===== config.mk =====
export PLATFORM = sky130hd
export DESIGN_NAME = memory_space_decoder
export DESIGN_NICKNAME = d
export VERILOG_FILES = /design/src/inc/memdec_pkg.sv /design/src/inc/stack_if.sv /design/src/rtl/memory_space_decoder.sv /design/src/rtl/return_stack_mem.sv
export SDC_FILE = /design/constraint.sdc
export NUM_CORES = 1
export LEC_CHECK = 0
export ABC_AREA = 1
export BUFFER_PORTS_ARGS = -buffer_cell sky130_fd_sc_hd__buf_4
export CAP_MARGIN = 20
export CORE_UTILIZATION = 38
export CTS_CLUSTER_DIAMETER = 100
export DETAILED_ROUTE_END_ITERATION = 16
export SLEW_MARGIN = 20
export SYNTH_ARGS = -nofsm -noshare
export SYNTH_HDL_FRONTEND = slang
export SYNTH_HIERARCHICAL = 1
export SYNTH_SLANG_ARGS = --single-unit

===== constraint.sdc =====
create_clock -name clock_i -period 5.3 [get_ports clock_i]
set_clock_uncertainty 0.15 [all_clocks]
set_input_delay 0.53 -clock clock_i [delete_from_list [all_inputs] [get_ports clock_i]]
set_output_delay 0.53 -clock clock_i [all_outputs]
set_load 0.01 [all_outputs]

===== src/inc/memdec_pkg.sv =====
package memdec_pkg;
    // address widths and return stack
    localparam int PROG_AW        = 12;      // program counter width
    localparam int DATA_AW        = 8;       // data space address width
    localparam int STACK_DEPTH    = 6;       // return stack levels
    localparam int STACK_PW       = 3;       // stack pointer width
    // data space map
    localparam logic [7:0] RAM_LO      = 8'h00;
    localparam logic [7:0] RAM_HI      = 8'h3F;
    localparam logic [7:0] WIN_LO      = 8'h40;
    localparam logic [7:0] WIN_HI      = 8'h7F;
    localparam logic [7:0] CORE_LO     = 8'h80;
    localparam logic [7:0] CORE_HI     = 8'h83;
    localparam logic [7:0] PERIPH_LO   = 8'hC0;
    localparam logic [7:0] PERIPH_HI   = 8'hFE;
    localparam logic [7:0] INT_OPT_ADR = 8'hC8;
    localparam logic [7:0] WIN_SEL_ADR = 8'hC9;
    localparam logic [7:0] ACC_ADR     = 8'hFF;
    localparam int WIN_SEL_W      = 6;       // block select bits
    localparam int WIN_OFS_W      = 6;       // offset inside a block
    // reset values
    localparam logic [2:0] SP_RESET    = 3'h0;
    // programming-mode capture state
    typedef enum logic [1:0] {
        PM_RESET = 2'b00,
        PM_PROG  = 2'b01,
        PM_RUN   = 2'b10
    } pm_state_e;
endpackage : memdec_pkg


===== src/inc/stack_if.sv =====
`timescale 1ns/1ps
`default_nettype none
// return stack control and data between decoder and storage
interface stack_if;
    logic                              push;     // store one entry
    logic                              pop;      // take one entry
    logic [memdec_pkg::STACK_PW-1:0]   wr_ptr;   // slot to write
    logic [memdec_pkg::STACK_PW-1:0]   rd_ptr;   // slot to read
    logic [memdec_pkg::PROG_AW-1:0]    wr_data;  // pushed address
    logic [memdec_pkg::PROG_AW-1:0]    rd_data;  // registered read
    modport ctrl (output push, pop, wr_ptr, rd_ptr, wr_data,
                  input rd_data);
    modport mem  (input push, pop, wr_ptr, rd_ptr, wr_data,
                  output rd_data);
endinterface : stack_if
`default_nettype wire


===== src/rtl/memory_space_decoder.sv =====
`timescale 1ns/1ps
`default_nettype none
module memory_space_decoder
    import memdec_pkg::*;
(
    input  wire logic               clock_i,
    input  wire logic               sys_rst_i,
    // program fetch side
    input  wire logic [PROG_AW-1:0] program_counter_i,
    input  wire logic               fetch_i,
    output logic      [PROG_AW-1:0] prog_addr_o,
    output logic                    prog_rd_o,
    input  wire logic [7:0]         prog_data_i,
    // data space side
    input  wire logic [DATA_AW-1:0] data_addr_i,
    input  wire logic               data_rd_i,
    input  wire logic               data_wr_i,
    input  wire logic [7:0]         data_wdata_i,
    output logic                    sel_ram_o,
    output logic                    sel_core_o,
    output logic                    sel_periph_o,
    output logic                    sel_int_opt_o,
    output logic                    sel_acc_o,
    output logic                    win_hit_o,
    output logic      [7:0]         win_data_o,
    // stack side
    input  wire logic               push_i,
    input  wire logic               pop_i,
    input  wire logic [PROG_AW-1:0] push_addr_i,
    output logic      [PROG_AW-1:0] pop_addr_o,
    output logic      [STACK_PW-1:0] stack_level_o,
    // external programmer access
    input  wire logic               ext_rd_i,
    input  wire logic [PROG_AW-1:0] ext_addr_i,
    output logic                    ext_rd_o,
    output logic                    ext_refused_o,
    // option and erase
    input  wire logic               protect_bit_i,
    input  wire logic               full_erase_i,
    // programming voltage pin, high-level comparator output
    input  wire logic               vpp_high_i,
    output logic                    prog_mode_o
);
    // ---------------- pin synchronisers ----------------
    logic vpp_s1;          // first stage, read only by vpp_s2
    logic vpp_s2;          // usable level
    logic prot_s1;
    logic prot_s2;
    logic erase_s1;        // erase request, first stage
    logic erase_s2;        // erase request, usable level
    always_ff @(posedge clock_i) begin
        vpp_s1   <= vpp_high_i;
        vpp_s2   <= vpp_s1;
        prot_s1  <= protect_bit_i;
        prot_s2  <= prot_s1;
        erase_s1 <= full_erase_i;
        erase_s2 <= erase_s1;
    end

    // program port is driven near the end, once all its sources exist

    // ---------------- window select ----------------
    // no reset: value is undefined until software writes it
    logic [WIN_SEL_W-1:0] rom_window_select;
    logic [WIN_SEL_W-1:0] next_rom_window_select;
    always_comb begin
        next_rom_window_select = rom_window_select;
        // bits 7:6 ignored; register has no read path
        if (data_wr_i && data_addr_i == WIN_SEL_ADR) begin
            next_rom_window_select = data_wdata_i[WIN_SEL_W-1:0];
        end
    end
    always_ff @(posedge clock_i) begin
        rom_window_select <= next_rom_window_select;
    end

    // ---------------- data space decode ----------------
    logic in_win;
    always_comb begin
        in_win        = data_addr_i >= WIN_LO && data_addr_i <= WIN_HI;
        sel_ram_o     = data_addr_i <= RAM_HI;
        sel_core_o    = data_addr_i >= CORE_LO && data_addr_i <= CORE_HI;
        sel_periph_o  = data_addr_i >= PERIPH_LO && data_addr_i <= PERIPH_HI
                        && data_addr_i != WIN_SEL_ADR
                        && data_addr_i != INT_OPT_ADR;
        sel_int_opt_o = data_addr_i == INT_OPT_ADR;
        sel_acc_o     = data_addr_i == ACC_ADR;
        win_hit_o     = in_win && data_rd_i;
    end

    // window reads share program memory through the one program port
    logic [PROG_AW-1:0] win_addr;
    always_comb begin
        win_addr = {rom_window_select, data_addr_i[WIN_OFS_W-1:0]};
    end

    // ---------------- programming mode capture ----------------
    pm_state_e pm_state;
    pm_state_e next_pm_state;
    always_comb begin
        next_pm_state = pm_state;
        case (pm_state)
            // decided from the pin level latched while reset was held
            PM_RESET: next_pm_state = pm_latched ? PM_PROG : PM_RUN;
            PM_PROG:  next_pm_state = PM_PROG;
            PM_RUN:   next_pm_state = PM_RUN;
            default:  next_pm_state = PM_RESET;
        endcase
    end
    always_ff @(posedge clock_i) begin
        if (sys_rst_i) begin
            pm_state <= PM_RESET;
        end else begin
            pm_state <= next_pm_state;
        end
    end
    // capture during reset phase: level seen while reset held
    logic pm_latched;
    logic next_pm_latched;
    always_comb begin
        next_pm_latched = pm_latched;
        if (sys_rst_i) begin
            next_pm_latched = vpp_s2;
        end
    end
    always_ff @(posedge clock_i) begin
        pm_latched <= next_pm_latched;
    end

    // ---------------- readout protection ----------------
    // sticky once set; only a full erase or a reset drops it
    logic prot;
    logic next_prot;
    always_comb begin
        next_prot = prot;
        if (erase_s2) begin
            next_prot = 1'b0;
        end
        if (prot_s2) begin
            next_prot = 1'b1;          // set wins over clear
        end
    end
    always_ff @(posedge clock_i) begin
        if (sys_rst_i) begin
            prot <= 1'b0;
        end else begin
            prot <= next_prot;
        end
    end

    // ---------------- registered data outputs ----------------
    logic       ext_ok;
    logic       next_ext_ok;
    logic       next_refused;
    logic [7:0] next_win_data;
    logic       prog_mode;
    always_comb begin
        prog_mode     = pm_state == PM_PROG;
        next_ext_ok   = ext_rd_i && prog_mode && !(prot || prot_s2);
        next_refused  = ext_rd_i && !next_ext_ok;
        next_win_data = win_data_o;
        if (win_hit_o) begin
            next_win_data = prog_data_i;
        end
    end
    always_ff @(posedge clock_i) begin
        if (sys_rst_i) begin
            ext_ok        <= 1'b0;
            ext_refused_o <= 1'b0;
            win_data_o    <= 8'h00;
            prog_mode_o   <= 1'b0;
        end else begin
            ext_ok        <= next_ext_ok;
            ext_refused_o <= next_refused;
            win_data_o    <= next_win_data;
            prog_mode_o   <= prog_mode;
        end
    end
    assign ext_rd_o = ext_ok;

    // ---------------- return stack ----------------
    stack_if st ();
    logic [STACK_PW-1:0] level;      // entries held
    logic [STACK_PW-1:0] base;       // oldest slot
    logic [STACK_PW-1:0] next_level;
    logic [STACK_PW-1:0] next_base;
    logic [STACK_PW-1:0] top;        // newest slot
    logic [STACK_PW-1:0] wr_slot;
    function automatic logic [STACK_PW-1:0] wrap(input logic [3:0] v);
        wrap = (v >= 4'(STACK_DEPTH)) ? 3'(v - 4'(STACK_DEPTH)) : v[2:0];
    endfunction : wrap
    always_comb begin
        next_level = level;
        next_base  = base;
        top        = wrap({1'b0, base} + {1'b0, level} + 4'hF + 4'h0);
        wr_slot    = wrap({1'b0, base} + {1'b0, level});
        if (level == 3'(STACK_DEPTH)) begin
            wr_slot = base;          // overwrite the oldest
        end
        if (push_i) begin
            if (level == 3'(STACK_DEPTH)) begin
                next_base = wrap({1'b0, base} + 4'h1);
            end else begin
                next_level = level + 3'h1;
            end
        end else if (pop_i && level != SP_RESET) begin
            next_level = level - 3'h1;
        end
    end
    always_ff @(posedge clock_i) begin
        if (sys_rst_i) begin
            level <= SP_RESET;
            base  <= SP_RESET;
        end else begin
            level <= next_level;
            base  <= next_base;
        end
    end
    // stack slots are private storage, never on the data bus
    assign st.push    = push_i;
    assign st.pop     = pop_i;
    assign st.wr_ptr  = wr_slot;
    assign st.rd_ptr  = (level == SP_RESET) ? base : top;
    assign st.wr_data = push_addr_i;
    assign pop_addr_o    = st.rd_data;
    assign stack_level_o = level;

    return_stack_mem u_stack (
        .clock_i (clock_i),
        .st      (st)
    );

    // ---------------- shared program port ----------------
    // fetch, window reads and permitted programmer reads share one port;
    // a window read steals the cycle from a fetch, so the core must not
    // fetch while reading the window; a refused read never reaches memory
    always_comb begin
        prog_addr_o = program_counter_i;
        prog_rd_o   = fetch_i;
        if (win_hit_o) begin
            prog_addr_o = win_addr;
            prog_rd_o   = 1'b1;
        end else if (next_ext_ok) begin
            prog_addr_o = ext_addr_i;
            prog_rd_o   = 1'b1;
        end
    end
endmodule : memory_space_decoder
`default_nettype wire


===== src/rtl/return_stack_mem.sv =====
`timescale 1ns/1ps
`default_nettype none
module return_stack_mem
    import memdec_pkg::*;
(
    input  wire logic clock_i,
    stack_if.mem      st
);
    // storage, not reset: contents are only meaningful after a push
    logic [PROG_AW-1:0] slot [STACK_DEPTH];
    logic [PROG_AW-1:0] rd_q;

    // each slot loads when addressed by a push
    for (genvar g = 0; g < STACK_DEPTH; g++) begin : g_slot
        always_ff @(posedge clock_i) begin
            if (st.push && st.wr_ptr == STACK_PW'(g)) begin
                slot[g] <= st.wr_data;
            end
        end
    end

    // registered read port
    always_ff @(posedge clock_i) begin
        rd_q <= slot[st.rd_ptr];
    end
    assign st.rd_data = rd_q;
endmodule : return_stack_mem
`default_nettype wire

==> impl_metrics.toml <==
[synthesis]
synth_enable_flop_cells = 79
syn_inst = 506
synthMuxAreaShare_pct = 0
synth_seq_cells = 117
synth.top_cell.area_share_pct = 45.7
synth-seq-area-share_pct = 60.4
synthSimpleGateAreaFrac_pct = 21.7
synth_area_leader_cell = "edfxtp_1"
synthTopCellsByArea = "edfxtp_1 (46%), dfxtp_1 (15%), nand2_1 (8.6%), nand3_1 (5.1%), a21oi_2 (3.7%)"
synth_compound_area_share_pct = 8.03
netlist_top_cells_count = "nand2_1 (119), edfxtp_1 (79), nand3_1 (53)"
synth.most_common_cell = "nand2_1"
synth_nets = 589
post_synth.cell_area_avg_um2 = 10.2
ys_types = 34
ys.flop_type = "edfxtp_1"
netlist_area_mm2 = 0.00519
synthAdderAreaFrac_pct = 3.18
synth_xor_xnor_area_share_pct = 0.338
yosys_warnings = 6
synthArstFlopShare_pct = 0
synth_top_family_by_area = "simple AND/OR/NAND/NOR gates"

[finish]
area_delta_synth_final_pct = 29.3
final_core_util_pct = 50.4
final_nets = 711
diodes = 0
layout-drive-gt1-share_pct = 30.9

[floorplanning]
die_h_um = 119
core_mm2 = 0.0133
start_util_pct = 39.0
dieWidth_um = 119
die_area_mm2 = 0.0141
pin_count = 116
rows = 42

[critical_path]
startpoint_type = "flop"
reg2reg_depth = 15
worstSetupPathType = "flop to flop"
cp-end-kind = "flop"
startpoint = "base[0]$_SDFFE_PP0P_"
crit_fanout = 13
reg2reg_to = "u_stack/st.rd_data[5]$_DFF_P_"
reg2reg_from = "base[0]$_SDFFE_PP0P_"
arrival_ns = 3.70
r2r_slack_ns = 1.75
critPathRequiredTime_ns = 5.44

[min_path]
hold_class = "primary input to flop"
whs_endpoint = "prot_s1$_DFF_P_"
worstHoldPathCells = 1
min-delay-start = "protect_bit_i"

[sta]
finalMaxSlewViolations = 0
fin_crit_ns = 3.55
setup_ws_ns = 1.75
worstMarginPinSlew_ns = 0.914
finalSetupViolations = 0
rsz0062_at_grt = "false"
max_freq_ghz = 0.281
slew-limit-headroom_pct = 39.0
totalNegativeSetupSlack_ns = 0
hold_violations = 0
finalCritPeriodShare_pct = 67.1

[routing]
final_antenna_net_count = 0
vias = 3898
wl_mm = 11.1
drt_pass1_iterations = 7
routedWlPerCell_um = 13.7
drtIter0Drc = 200
drc = 0
vias_per_cell = 4.78

[placed_design]
port-buffer-count = 113
dpl.hpwl_mm = 7.42
gp_congestion = 0.800
place_ws_ns = 1.74

[power_and_ir_drop]
total_power_mw = 2.80
p_per_area_mw_per_mm2 = 417
leakage_nw = 2.88
ir_worst_vdd_mv = 0.242

[cts]
insertion_delay_ns = 0.40
cts_hold_buffers = 0
cts_buffer_depth = 2
tritoncts = "done"
cts_buffers = 17
cts_htree_levels = 4
cts_root_buffer = "clkbuf_16"
clk_pin_slew_ns = 0.06
cts.sinks = 117
cts-resized-gates = 0
post-cts-setup-buffers = 0

[grt]
grt_pass1_wl_mm = 18.5
grt_max_degree = 38
overflow = 0
grt_pass1_vias = 3879
antenna_found_initial = 0
grt_util_all_layers_pct = 16.9

[flow_run]
maxCapViolations = 0

[outcome]
outcome = "finished clean"
metrics by stage:
| stage | instances | cell area, µm² | hold slack, ns |
|---|---|---|---|
| 4_1_cts | 816 | 6700 | 0.0613 |
| 6_report | 816 | 6700 | 0.0764 |
| 2_1_floorplan | 506 | 5190 | 0.160 |
| 3_5_place_dp | 785 | 6150 | 0.165 |
| 5_1_grt | 816 | 6700 | 0.0553 |
| 3_3_place_gp | 785 | 6150 | 0.161 |
worst max-delay path, stage by stage, from the launching register on:
cell,delay (ns)
dfxtp_1,0.47
ha_1,0.24
fa_1,0.48
inv_1,0.17
ha_1,0.18
nand2_1,0.06
nand2_1,0.09
nand3_1,0.11
nand2_1,0.09
nand3_1,0.06
nand3_1,0.07
nand2_1,0.37
inv_1,0.55
nand3_1,0.17
nand3_1,0.12
nand2_1,0.06
flip-flops by register name (all words and copies together), names as in the netlist:
signal,cells
win_data_o,8
u_stack/slot,72
ext_rd_o,1
prot,1
prot_s1,1
pm_latched,1
u_stack/st.rd_data,12
stack_level_o,3
ext_refused_o,1
prog_mode_o,1
erase_s2,1
vpp_s1,1
vpp_s2,1
erase_s1,1
base,3
pm_state,2
prot_s2,1
rom_window_select,6
where the power goes:
part           switching (mW)  leakage (nW)  internal [mW]
clock                   0.408         0.268          0.646
combinational           0.376          1.57          0.249
sequential             0.0351          1.04           1.08
total                   0.819          2.88           1.98
cell families after synthesis:
group	Yosys count
xor+xnor	2
buf+inv	58
simple gates	254
flops	117
compound gates	63
fa+ha+maj	12
layout by cell type, fill, tap and decap left out, types with 8 or more instances in the layout:
cell and n:
nand2_2 11, dfxtp_1 38, nand3_1 53, o21ai_0 17
a21oi_1 11, nor3_1 8, nor2_1 47, buf_4 120
edfxtp_1 79, nand2_1 119, a21oi_2 22, clkbuf_16 17
ha_1 10, inv_1 37
final cells by class:
class                   instances  area [µm²]
clock buffers                  17         425
clock inverters                14         129
fillers                      1196        6590
inverters                      41         169
multi-input cells             331        1730
flip-flops and latches        117        3130
well taps                     176         220
repair buffers                120         901
worst max-delay path by stage:
stage	end	slack (ns)	cells after the start
after global routing	u_stack/st.rd_data[1]$_DFF_P_	1.42	15
after detailed placement	u_stack/st.rd_data[5]$_DFF_P_	1.74	15
after global placement	u_stack/st.rd_data[5]$_DFF_P_	1.84	14
final	u_stack/st.rd_data[5]$_DFF_P_	1.75	15
after floorplan	u_stack/slot[2][0]$_DFFE_PP_	1.96	9
after CTS	u_stack/st.rd_data[5]$_DFF_P_	1.74	15
routing by layer:
metal | GRT usage [%] | vias to the layer above | part of all wire (%)
met2 | 29.0 | 123 | 50
met4 | 7.20 | 0 | 1.3
met5 | 0 | - | 0
met3 | 5.27 | 14 | 6.0
met1 | 19.5 | 1803 | 42
li1 | - | 1958 | -
(Power assumes the default switching activity.)
